File: src/rtl/fer_pkg.sv
// Package of constants and types for the unit feature and enable registers
// Behaviour
// - Low word: all rounding, no short vectors
// - Low word: square root and divide supported
// - Low word: exception trapping not supported
// - Low word: double and single precision supported
// - Low word: sixteen 64-bit registers
// - High word: fused multiply-accumulate, scalar half precision
// - High word: packed-SIMD features all absent
// - High word: NaN propagation, full subnormal arithmetic
// - Capability reads: privileged, access enabled, unit enabled
// - Non-secure access needs both coprocessor bits
// - Enable register: privileged, access enabled only
// - Bits 31 and 28..0 read zero
// - Bit 30 is unit enable, reset zero
// - Vector bounce sets bit 29
// - Other undefined exceptions clear bit 29; a vector bounce in the same cycle sets it instead
// - Bounce means refusing a valid instruction
`default_nettype none
package fer_pkg;
  // ----------------------------------------------------------------
  // Register selectors on the transfer port
  // ----------------------------------------------------------------
  localparam logic [1:0] FER_SEL_CAP_LOW = 2'h0;
  localparam logic [1:0] FER_SEL_CAP_HIGH = 2'h1;
  localparam logic [1:0] FER_SEL_ENABLE = 2'h2;

  // ----------------------------------------------------------------
  // Capability nibble encodings
  // ----------------------------------------------------------------
  localparam logic [3:0] FER_NIB_NONE = 4'h0;
  localparam logic [3:0] FER_NIB_YES = 4'h1;
  localparam logic [3:0] FER_NIB_DOUBLE = 4'h2;
  localparam logic [3:0] FER_NIB_REGS16 = 4'h1;

  // ----------------------------------------------------------------
  // Enable register fields and reset values
  // ----------------------------------------------------------------
  localparam int FER_ASYNC_BIT = 31;
  localparam int FER_ENABLE_BIT = 30;
  localparam int FER_BOUNCE_BIT = 29;
  localparam logic FER_ENABLE_RST = 1'b0;
  localparam logic FER_BOUNCE_RST = 1'b0;

  // Access control inputs
  typedef struct packed {
    logic privileged;   // Core in a privileged mode
    logic nonsecure;    // Core in non-secure state
    logic cpa_ten;      // Access control grants coprocessor ten
    logic cpa_eleven;   // Access control grants coprocessor eleven
    logic nsa_ten;      // Non-secure control grants coprocessor ten
    logic nsa_eleven;   // Non-secure control grants coprocessor eleven
  } fer_access_t;

  // Register transfer request from the core
  typedef struct packed {
    logic valid;        // Transfer offered
    logic write;        // 1 = move from core, 0 = move to core
    logic [1:0] sel;    // Register selector
    logic [31:0] wdata; // Write data
  } fer_xfer_t;

  // Instruction offer from the core
  typedef struct packed {
    logic valid;        // Instruction offered
    logic is_vector;    // Short-vector operation
    logic is_data;      // Data processing or load/store
  } fer_instr_t;
endpackage
`default_nettype wire

File: src/rtl/fer_regs.sv
// Top: feature words and enable/exception register with access gating
`default_nettype none
module fer_regs (
  input wire logic i_clk,
  input wire logic i_arst_n,
  input wire fer_pkg::fer_access_t i_acc,
  input wire fer_pkg::fer_xfer_t i_xfer,
  input wire fer_pkg::fer_instr_t i_instr,
  input wire logic i_other_undef,
  output logic o_xfer_accept,
  output logic o_xfer_refuse,
  output logic [31:0] o_rdata,
  output logic o_instr_accept,
  output logic o_instr_bounce,
  output logic o_unit_en
);
  import fer_pkg::*;

  // ----------------------------------------------------------------
  // Reset release
  // ----------------------------------------------------------------
  logic rst_meta_q;
  logic rst_sync_q;
  always_ff @(posedge i_clk or negedge i_arst_n) begin
    if (!i_arst_n) begin
      rst_meta_q <= 1'b0;
      rst_sync_q <= 1'b0;
    end else begin
      rst_meta_q <= 1'b1;
      rst_sync_q <= rst_meta_q;
    end
  end

  // ----------------------------------------------------------------
  // Sub-blocks
  // ----------------------------------------------------------------
  logic [31:0] cap_low;
  logic [31:0] cap_high;
  logic allowed;
  logic enable_q;
  logic enable_d;
  logic bounce_q;
  logic bounce_d;
  logic [31:0] rdata_q;
  logic [31:0] rdata_d;

  fer_caps u_caps (
    .o_cap_low(cap_low),
    .o_cap_high(cap_high)
  );

  fer_access u_access (
    .i_acc(i_acc),
    .i_sel(i_xfer.sel),
    .i_unit_en(enable_q),
    .o_allowed(allowed)
  );

  // Capability writes are refused: they are read-only words
  logic legal;
  assign legal = allowed &&
    (!i_xfer.write || i_xfer.sel == FER_SEL_ENABLE);
  assign o_xfer_accept = i_xfer.valid && legal;
  assign o_xfer_refuse = i_xfer.valid && !legal;

  // Disabled unit bounces every data instruction; vectors always bounce
  logic vec_bounce;
  assign vec_bounce = i_instr.valid && i_instr.is_vector;
  assign o_instr_bounce = i_instr.valid &&
    (i_instr.is_vector || (i_instr.is_data && !enable_q));
  assign o_instr_accept = i_instr.valid && !o_instr_bounce;

  // ----------------------------------------------------------------
  // Next-state for enable, bounce flag and read data
  // ----------------------------------------------------------------
  always_comb begin
    enable_d = enable_q;
    bounce_d = bounce_q;
    rdata_d = rdata_q;
    if (o_xfer_accept && i_xfer.write) begin
      // Bit 31 and 28..0 are not stored at all
      enable_d = i_xfer.wdata[FER_ENABLE_BIT];
      bounce_d = i_xfer.wdata[FER_BOUNCE_BIT];
    end
    // Hardware events win over a software write in the same cycle
    if (i_other_undef) begin
      bounce_d = 1'b0;
    end
    if (vec_bounce) begin
      bounce_d = 1'b1;
    end
    if (o_xfer_accept && !i_xfer.write) begin
      case (i_xfer.sel)
        FER_SEL_CAP_LOW: begin
          rdata_d = cap_low;
        end
        FER_SEL_CAP_HIGH: begin
          rdata_d = cap_high;
        end
        FER_SEL_ENABLE: begin
          rdata_d = 32'h0000_0000;
          rdata_d[FER_ENABLE_BIT] = enable_q;
          rdata_d[FER_BOUNCE_BIT] = bounce_q;
        end
        default: begin
          rdata_d = 32'h0000_0000;
        end
      endcase
    end
  end

  // Registers; enable clears on reset
  always_ff @(posedge i_clk or negedge rst_sync_q) begin
    if (!rst_sync_q) begin
      enable_q <= FER_ENABLE_RST;
      bounce_q <= FER_BOUNCE_RST;
      rdata_q <= 32'h0000_0000;
    end else begin
      enable_q <= enable_d;
      bounce_q <= bounce_d;
      rdata_q <= rdata_d;
    end
  end

  assign o_rdata = rdata_q;
  assign o_unit_en = enable_q;
endmodule
`default_nettype wire

File: src/rtl/fer_access.sv
// Access permission check for one register transfer
`default_nettype none
module fer_access (
  input wire fer_pkg::fer_access_t i_acc,
  input wire logic [1:0] i_sel,
  input wire logic i_unit_en,
  output logic o_allowed
);
  import fer_pkg::*;
  logic base_ok;
  // ----------------------------------------------------------------
  // Permission logic
  // ----------------------------------------------------------------
  always_comb begin
    // Privileged, both coprocessors granted
    base_ok = i_acc.privileged && i_acc.cpa_ten && i_acc.cpa_eleven;
    // Non-secure needs both non-secure grants
    if (i_acc.nonsecure && !(i_acc.nsa_ten && i_acc.nsa_eleven)) begin
      base_ok = 1'b0;
    end
    case (i_sel)
      FER_SEL_CAP_LOW, FER_SEL_CAP_HIGH: begin
        o_allowed = base_ok && i_unit_en;
      end
      FER_SEL_ENABLE: begin
        o_allowed = base_ok;
      end
      default: begin
        o_allowed = 1'b0;
      end
    endcase
  end
endmodule
`default_nettype wire

File: src/rtl/fer_caps.sv
// Constant capability words
`default_nettype none
module fer_caps (
  output logic [31:0] o_cap_low,
  output logic [31:0] o_cap_high
);
  import fer_pkg::*;
  // ----------------------------------------------------------------
  // Fixed values: nothing stores them, so writes cannot alter them
  // ----------------------------------------------------------------
  assign o_cap_low = {FER_NIB_YES, FER_NIB_NONE,
                      FER_NIB_YES, FER_NIB_YES,
                      FER_NIB_NONE,
                      FER_NIB_DOUBLE, FER_NIB_DOUBLE,
                      FER_NIB_REGS16};
  assign o_cap_high = {FER_NIB_YES, FER_NIB_YES,
                       FER_NIB_NONE, FER_NIB_NONE,
                       FER_NIB_NONE, FER_NIB_NONE,
                       FER_NIB_YES, FER_NIB_YES};
endmodule
`default_nettype wire

File: config.mk
export PLATFORM = sky130hd
export DESIGN_NAME = fer_regs
export DESIGN_NICKNAME = d
export VERILOG_FILES = /design/src/rtl/fer_pkg.sv /design/src/rtl/fer_regs.sv /design/src/rtl/fer_access.sv /design/src/rtl/fer_caps.sv
export SDC_FILE = /design/constraint.sdc
export NUM_CORES = 1
export LEC_CHECK = 0
export BUFFER_PORTS_ARGS = -buffer_cell sky130_fd_sc_hd__buf_4
export CAP_MARGIN = 20
export CORE_AREA = 2 2 58 49
export DETAILED_ROUTE_END_ITERATION = 8
export DIE_AREA = 0 0 60 51
export GPL_TIMING_DRIVEN = 0
export HOLD_SLACK_MARGIN = 0.1
export PLACE_DENSITY_LB_ADDON = 0.05
export SYNTH_ARGS = -nofsm -noshare
export SYNTH_HDL_FRONTEND = slang
export SYNTH_SLANG_ARGS = --single-unit
File: constraint.sdc
create_clock -name i_clk -period 1 [get_ports i_clk]
set_clock_uncertainty 0.2 [all_clocks]
set_input_delay 0.05 -clock i_clk [delete_from_list [all_inputs] [get_ports i_clk]]
set_output_delay 0.05 -clock i_clk [all_outputs]
set_load 0.02 [all_outputs]
**Word-level counts from Yosys, hierarchy flattened**

Cells that the tools add are included.

- Input bits: 48
- Output and inout bits: 37
- Bits in registers: 36
- Word-level logic and storage cells: 37

- Equality and inequality tests: 2
- Reductions and logical operators: 24
- Muxes and demuxes: 6

Operators with widths:

| kind | count |
|---|---|
| case mux 31 bit (3 select lines) | 1 |
| logical AND 1 bit | 14 |
| zero test 1 bit | 5 |
| 2-to-1 mux 1 bit | 4 |
| nonzero test 3 bit | 1 |
| equality test 2 x 1 -> 1 bit, second input constant | 1 |
| equality test 2 bit, second input constant | 1 |
| zero test 2 bit | 1 |
| logical OR 1 bit | 2 |
| case mux 1 bit (2 select lines) | 1 |
| OR reduction 2 bit | 1 |

**Longest topological paths before layout**

Gate-level depths: netlist of the first run.

- Word-level depth: 12
- Gate-level depth with buffers: 3
- Mapped depth without buffers: 3

**Hierarchy**

Synthesis of the first run repeated with hierarchy kept, for this count alone.

- Cell total of the unflattened synthesis: 241
- Area total of the unflattened synthesis: 2487.4 um2

By module, submodules not included:

| module | cells each | times used | area an instance (um2) | seq. area each (um2) |
|---|---|---|---|---|
| fer_regs | 170 | 1 | 1966.9 | 900.9 |
| fer_caps | 66 | 1 | 488.0 | 0.0 |
| fer_access | 5 | 1 | 32.5 | 0.0 |

**Least setup slack after synthesis of the first run**

Ideal clock, no wire load.

- Path kind: register -> register
- Start point: register enable_q (netlist: o_unit_en)
- End point: register rdata_q[29] (netlist: o_rdata[29])
- Arrival: 1.459 ns
- Cell stages (with the launch flop): 4
- Path slack: -0.784 ns
- Period minus slack after synthesis: 1.784 ns
- Buffers on the path: 0
- Path through: dfrtp_1 > nand2b_4 > a2111oi_4 > mux2_4

- Longest elaborated chain between the ends: 5

Ends and longest elaborated chain:

| item | line | text |
|---|---|---|
| start, declared | fer_regs.sv:40 | `logic enable_q;` |
| start signal, assigned | fer_regs.sv:119 | `enable_q <= enable_d;` |
| logical AND 1 bit | fer_access.sv:23 | `o_allowed = base_ok && i_unit_en;` |
| case mux 1 bit (2 select lines) | fer_access.sv:21 | `case (i_sel)` |
| logical AND 1 bit | fer_regs.sv:61 | `assign legal = allowed &&` |
| logical AND 1 bit | fer_regs.sv:63 | `assign o_xfer_accept = i_xfer.valid && legal;` |
| logical AND 1 bit | fer_regs.sv:92 | `if (o_xfer_accept && !i_xfer.write) begin` |
| end signal, assigned | fer_regs.sv:121 | `rdata_q <= rdata_d;` |
| end, declared | fer_regs.sv:44 | `logic [31:0] rdata_q;` |

Every way passes these cells.
A chain may end at the register's enable or synchronous reset.

**Final worst setup path of the first run**

Same ends and word-level chain as after synthesis.

==> results list, run 1 <==
- The run finished, with violations left.
* Failing checks: negative hold slack, negative setup slack
- At the worst endpoint, the required time is 950 ps.
- Reg2Reg Setup Slack: -560 ps
- Internal power comes to 0.000814 W.
* Number of vias after detailed routing: 627
- After layout, the worst path uses 156% of the clock period.
- Counting the buffers created by CTS gives 3.
* Hold Vio Cnt, Final: 12
* Most area-hungry cell type in the Yosys netlist: sky130_fd_sc_hd__dfrtp_1
* Share of cells above drive strength 1: 65.7%
* Area enclosed by the die boundary: 3060 um2
- Yosys mapped the design onto 24 distinct sky130hd cell types.
- Across all hold checks on the routed design, the worst slack comes to -182 ps.
- Largest cells by area after synthesis: sky130_fd_sc_hd__dfrtp_1 (32%), sky130_fd_sc_hd__buf_4 (29%), sky130_fd_sc_hd__mux2_4 (8.6%)
- Psw: 0.000385 W
- For hold timing, the worst endpoint is o_rdata[28]$_DFFE_PN0P_.
- By count the netlist is led by sky130_fd_sc_hd__buf_4 (27), sky130_fd_sc_hd__dfrtp_1 (9), sky130_fd_sc_hd__inv_1 (5).
- Summed over all layers, the global routing overflow is 0.
- Die width: 60 um
* PnR worst setup slack: -560 ps
- Setup repair after global routing could not meet its margin everywhere.
* Worst-case clock buffer depth: 2
- Final ANT Viol Nets: 0
* Power per cell area: 890 nW/um2
* Fmax: 641 MHz
* Effective utilization at floorplan: 27.2%
* Buffer cell driving the clock tree root: sky130_fd_sc_hd__clkbuf_4
- Net count, final: 189
- Sequential power share: 34.6%
- The floorplan step defined a core boundary enclosing 2570 um2.
- Most numerous cell in the Yosys netlist: sky130_fd_sc_hd__buf_4
* Main synth FF type: sky130_fd_sc_hd__dfrtp_1
- Number of synthesized flops with an enable pin: 0
- For this design, the CTS-stage hold fixing added 2 buffers.
* First-pass GRT wire length: 2420 um
- After detailed routing, the average wire length per cell comes to 9.10 um.
- Storage cell area: 226 um2
- Min-delay worst type: in2reg
- For this run, the slowest stage of the critical path takes 400 ps.
- The routed design has 1620 um of wire.
- Yosys warnings: 0
- Count of buffers inserted at the top-level ports: 32
* # rows: 17
- Slowest library cell on the worst path: sky130_fd_sc_hd__dfrtp_2
- STA classifies the critical path endpoint as a flip-flop.
- Number of cells produced by synthesis: 71
- Part of the total power dissipated in the clock network: 23.7%
- After the first detailed-routing iteration, the DRC count stood at 2.
- Dpl cell area: 1090 um2
- Startpoint of the most critical hold path: i_xfer[33]
- The clock drives 9 sinks.
- Final Slew Violations: 0
- Of the total power, the share spent switching nets is 32.1%.
- CTS H-tree lvls: 1
* Clock tree from TritonCTS: yes
- VDD sags by at most 0.764 mV.
- Once detailed placement completed, the half-perimeter wirelength came to 1260 um.
- Clk_lat worst skew: 260 ps
* Critical register-to-register path startpoint: o_unit_en$_DFFE_PN0P_
- After clock tree synthesis, the clock-pin slew on the worst setup and hold paths is 60 ps.
- The first detailed-routing pass took 3 iterations.
- CP Class: reg2reg
- Type of element launching the critical path: flip-flop
- CP Data Arrival Time: 1510 ps
- Share of total power in combinational logic: 41.7%
- Mean instance size in the synthesized netlist: 9.85 um2
- Number of cells traversed by the worst hold path: 2
* # IOs: 85
- Synth top area share: 32.2%
* Async set-or-reset flop fraction in the synthesized netlist: 100%
- In this run the worst path has a maximum fanout of 5.
- Overall Global Routing Usage: 11.2%
* Multi-input gate area: 393 um2
* End of the worst register-to-register path: o_rdata[29]$_DFFE_PN0P_
- Cell count of the worst reg-to-reg path: 4
* Routability Congestion: 0.709
- Maximum Capacitance Violations: 0
* Final routed DRC violation total: 0
- Final worst path period need: 1560 ps
* Filler Cell Count: 232
* Synthesized flop and latch total: 9
* Antenna diode count: 0
- Maximum number of pins on one net before global-route repair: 8
* Static Leak: 0.713 nW
* Share of synthesized area occupied by flip-flops and latches: 32.2%
- Setup violations remaining at the end of the flow were counted as 21.
* List of cells traversed by the critical path: nand2b_4 -> a2111oi_4 -> buf_6 -> mux2_4
- Die boundary height: 51 um
- Antenna violations before repair: 0
* Cell area after technology mapping: 699 um2
* Vias per cell: 3.52
- The via count of the first global-routing pass came to 575.
- With fillers left out, the area of the finished cells amounts to 1350 um2.
* Layout area overhead: 92.5%
[through the flow]
| stage | total power, W | setup TNS, ps | std cells | util, % | setup WS (ps) |
|---|---|---|---|---|---|
| final | 0.00120 | -6540 | 178 | 52.3 | -560 |
| after global routing | 0.00127 | -7550 | 178 | 52.3 | -613 |
| after CTS | 0.00119 | -6630 | 174 | 49.6 | -599 |
| after detailed placement | 0.000812 | -5040 | 162 | 42.2 | -723 |
| after global placement | 0.000806 | -4870 | 162 | 42.2 | -692 |
| after floorplan | 0.000681 | -4040 | 92 | - | -656 |
[kinds of logic after synthesis]
| logic type | synth area share [%] |
|---|---|
| compound gates | 10.0 |
| buf+inv | 31.7 |
| flops | 32.2 |
| mux | 11.6 |
| other cells | 1.07 |
| simple gates | 13.4 |
[final cells by class]
cell class | instances | area share (%)
repair buffers | 44 | 30.5
multi-input cells | 51 | 29.2
flip-flops and latches | 9 | 16.8
plain buffers | 27 | 16.4
well taps | 38 | 3.53
clock buffers | 4 | 1.95
inverters | 5 | 1.58
[worst max-delay path, delay by kind of cell, from the launching register on]
family          cells  cell delay [ps]
buf+inv             1              180
simple gates        1               70
flops               1              400
mux                 1              300
compound gates      1              300
[cells in the final DEF (no fill, tap or decap), drive strengths merged, types with 2 or more instances in the layout]
cell type and instances:
o311ai 2, buf 69, dlygate4sd3 2, conb 23, mux2 5, inv 5
a21boi 2, dfrtp 9, nand2b 2, clkbuf 4, nor2 4
[registers in the layout, summed over array words and instances (netlist names)]
signal / count
bounce_q: 1
rst_sync_q: 1
o_rdata: 5
rst_meta_q: 1
o_unit_en: 1
[per-layer routing]
metal  up-vias  part of all wire, %  global-route usage, %
li1        320                    -                      -
met1       281                   35                   11.4
met2        26                   57                   19.7
met3         0                  8.1                   5.57
met4         0                    0                   3.33
met5         -                    0                      0
[what timing repair did]
action | in CTS | in global routing
setup endpoints to repair | 22 | 22
gates resized for setup | 27 | 9
pin swaps | 4 | 3
endpoints found under the hold margin | 16 | 14
gates cloned | 0 | 0
setup buffers | 6 | 4
[power by group through the flow]
stage          Sequential (W)  Clock (W)  Combinational, W
5_1_grt              0.000419   0.000321          0.000532
2_1_floorplan        0.000430          0          0.000251
6_report             0.000415   0.000284          0.000500
3_3_place_gp         0.000418          0          0.000389
4_1_cts              0.000414   0.000301          0.000472
3_5_place_dp         0.000419          0          0.000394
[worst max-delay path by stage]
| stage | startpoint | end | slack, ps | cells after the start |
|---|---|---|---|---|
| after global routing | o_unit_en$_DFFE_PN0P_ | o_xfer_accept | -610 | 5 |
| after global placement | o_unit_en$_DFFE_PN0P_ | o_rdata[24]$_DFFE_PN0P_ | -690 | 3 |
| after CTS | o_unit_en$_DFFE_PN0P_ | o_rdata[29]$_DFFE_PN0P_ | -600 | 4 |
| after floorplan | o_unit_en$_DFFE_PN0P_ | o_rdata[29]$_DFFE_PN0P_ | -660 | 3 |
| after detailed placement | o_unit_en$_DFFE_PN0P_ | o_rdata[29]$_DFFE_PN0P_ | -720 | 3 |
| final | o_unit_en$_DFFE_PN0P_ | o_rdata[29]$_DFFE_PN0P_ | -560 | 4 |
(Power assumes the default switching activity.)
==> run 2: changes to the inputs <==
==> constraint.sdc (replaced) <==
create_clock -name i_clk -period 1 [get_ports i_clk]
set_clock_uncertainty 0.2 [all_clocks]
set_input_delay 0.1 -clock i_clk [delete_from_list [all_inputs] [get_ports i_clk]]
set_output_delay 0.1 -clock i_clk [all_outputs]
set_load 0.02 [all_outputs]
==> run 2 against run 1 <==
  * The flow still finishes with violations (negative hold slack, negative setup slack)
  * Clock power hardly changed
  * Utilization shrank 2.7 points
  * Global-route usage is 0.21 points lower
  * Maximum frequency down 0.61%
  * First-iteration DRC count stayed put
  * Register-to-register slack about the same
  * Design area fell by 5.2%
  * Critical path type unchanged
  * Critical endpoint unchanged
  * Largest cell class unchanged
==> results list, run 2 (same netlist as run 1, synthesis figures left out) <==
- Run status: complete, but fails checks
* Failing checks: negative hold slack, negative setup slack
- The overall power is 0.00116 W (-3.1%).
- The die width was 60 um (unchanged).
- The DRC violations left is 0 (unchanged).
* Most common cell after layout, fill and taps aside: sky130_fd_sc_hd__buf_4
- Maximum Capacitance Violations: 0 (unchanged)
- Detailed-route wire length: 1550 um (-4.1%)
- Area of the core: 2570 um2 (unchanged)
- Hold Vio Cnt, Final: 10 (-2)
- Final worst path period need: 1570 ps (+9.58 ps)
- Clock-pin slew on the worst setup and hold paths: 60 ps (about the same)
- The peak fanout along the critical path came to 5 (unchanged).
- Vias in the first global route: 591 (+2.8%)
- Die boundary height: 51 um (unchanged)
* Antenna violations before repair: 0 (unchanged)
* Initial DRC Count: 2 (unchanged)
* Reg2Reg Setup Slack: -570 ps (about the same)
- Global route overflow: 0 (unchanged)
- CP Data Arrival Time: 1520 ps (about the same)
* Static Leak: 0.698 nW (-2.1%)
- The final period utilization is 157% (+0.96 points).
- STA classifies the critical path startpoint as a flip-flop.
- Clock sink total: 9 (unchanged)
- Setup repair after global routing could not meet its margin everywhere.
* # IOs: 85 (unchanged)
- The cell depth of the worst min-delay path came to 2 (unchanged).
- Total instance count after detailed placement: 162 (unchanged)
- The post-route non-filler standard cell count is 177 (-0.56%).
- Count of buffers inserted at the top-level ports: 32 (unchanged)
- Count of final setup violators: 22 (+4.8%)
* Cell count of the worst reg-to-reg path: 4 (unchanged)
* # rows: 17 (unchanged)
- The data required time at the worst endpoint came to 960 ps (about the same).
* Dpl cell area: 1090 um2 (unchanged)
* Maximum number of pins on one net before global-route repair: 8 (unchanged)
* Number of clock buffers inserted by TritonCTS: 3 (unchanged)
- The initial cell density of the core was 27.2% (unchanged).
- Clk_lat worst skew: 260 ps (about the same)
* Routability Congestion: 0.709 (unchanged)
- Layout area overhead: 82.5%
- Number of flip-flops in the largest register: 5 (unchanged)
- Worst-case clock buffer depth: 2 (unchanged)
- Area enclosed by the die boundary: 3060 um2 (unchanged)
* CTS H-tree lvls: 1 (unchanged)
* Number of hold-repair buffers added at the cts stage: 2 (unchanged)
* Worst-case hold path end point: bounce_q$_DFFE_PN0P_
* Share of cells above drive strength 1: 64.0% (-1.7 points)
- The startpoint identified for the worst hold timing path is i_other_undef.
- Overall Global Routing Usage: 11.0% (-0.21 points)
* Fmax: 637 MHz (-0.61%)
- The HPWL after detailed placement was 1260 um (unchanged).
- Critical register-to-register path startpoint: o_unit_en$_DFFE_PN0P_
- The wire length per cell is 8.77 um (-3.6%).
- The residual antenna-violating net count after detailed routing is 0 (unchanged).
* Crit. End Element: flip-flop
- The power density normalized to cell area was 910 nW/um2 (+2.2%).
- Peak supply drop: 0.786 mV (+2.8%)
* Placement Setup Slack: -768 ps (-45.9 ps)
- The root buffer cell chosen for the clock tree is sky130_fd_sc_hd__clkbuf_4.
- The tightest hold margin came to -152 ps (+29.5 ps).
- The post-layout net count was 188 (-0.53%).
- Clock tree from TritonCTS: yes
- The critical path in this run is classified as reg2reg.
- Min-delay worst type: in2reg
- Number of vias after detailed routing: 621 (-0.96%)
* Antenna diode count: 0 (unchanged)
- Most used cells in the layout excluding fill and tap cells: sky130_fd_sc_hd__buf_4 (51), sky130_fd_sc_hd__conb_1 (23), sky130_fd_sc_hd__buf_6 (17)
- The slack of the critical path came to -569 ps (-9.58 ps).
* Final non-filler cell area: 1280 um2 (-5.2%)
- Final Slew Violations: 0 (unchanged)
- Vias per cell: 3.51 (-0.40%)
- First-pass GRT wire length: 2400 um (-0.58%)
* Number of detailed-route iterations in the first pass: 2 (-1)
- In this run the critical register-to-register path is captured at o_rdata[29]$_DFFE_PN0P_.
run 2: cell count changes in the layout (fill, tap and decap cells not counted), sizes merged:
cell / previous run / this run
buf: 69 / 68
run 2: what timing repair did:
action,CTS,global route
hold endpoints to repair,14,12
setup buffers,7,2
endpoints found under the setup margin,22,22
pin swaps,2,2
resized for setup,18,3
run 2: routing by layer:
| metal | wire length [um] | global-route usage, % | part of all wire, % | up-vias |
|---|---|---|---|---|
| li1 | - | - | - | 318 |
| met5 | 0 | 0 | 0 | - |
| met2 | 887 | 19.6 | 57 | 26 |
| met4 | 0 | 3.33 | 0 | 0 |
| met3 | 125 | 5.57 | 8.0 | 0 |
| met1 | 540 | 10.9 | 35 | 277 |
run 2: worst max path at each step:
stage / start / endpoint / slack (ps) / depth (start not counted)
finish: o_unit_en$_DFFE_PN0P_ / o_rdata[29]$_DFFE_PN0P_ / -570 / 4
detailed placement: i_xfer[32] / o_rdata[29]$_DFFE_PN0P_ / -770 / 4
global placement: i_xfer[32] / o_rdata[24]$_DFFE_PN0P_ / -740 / 4
global route: o_unit_en$_DFFE_PN0P_ / o_rdata[29]$_DFFE_PN0P_ / -620 / 4
CTS: o_unit_en$_DFFE_PN0P_ / o_rdata[29]$_DFFE_PN0P_ / -610 / 4
floorplan: o_unit_en$_DFFE_PN0P_ / o_rdata[29]$_DFFE_PN0P_ / -660 / 3
run 2: power breakdown:
group | switching (W) | total (W) | internal (W)
Combinational | 0.000211 | 0.000461 | 0.000250
Sequential | 0.0000274 | 0.000414 | 0.000387
Clock | 0.000132 | 0.000286 | 0.000154
run 2: layout make-up:
type	count	area, um2
Multi-Input combinational cell	51	363
Buffer	27	221
Sequential cell	9	226
Inverter	5	18.8
Clock buffer	4	26.3
Tap cell	38	47.5
Fill cell	247	1300
Timing Repair Buffer	43	373
run 2: per-stage QoR:
stage / utilization [%] / hold slack, ps / setup TNS (ps)
floorplan: - / -396 / -4340
global placement: 42.2 / -318 / -5410
detailed placement: 42.2 / -315 / -5580
CTS: 48.5 / -155 / -7330
global route: 49.6 / -154 / -8280
finish: 49.6 / -152 / -7220
run 2: worst max-delay path: stages, from the launching register on:
cell	delay [ps]
sky130_fd_sc_hd__dfrtp_2	400
sky130_fd_sc_hd__nand2b_4	80
sky130_fd_sc_hd__a2111oi_4	300
sky130_fd_sc_hd__buf_6	180
sky130_fd_sc_hd__mux2_4	300
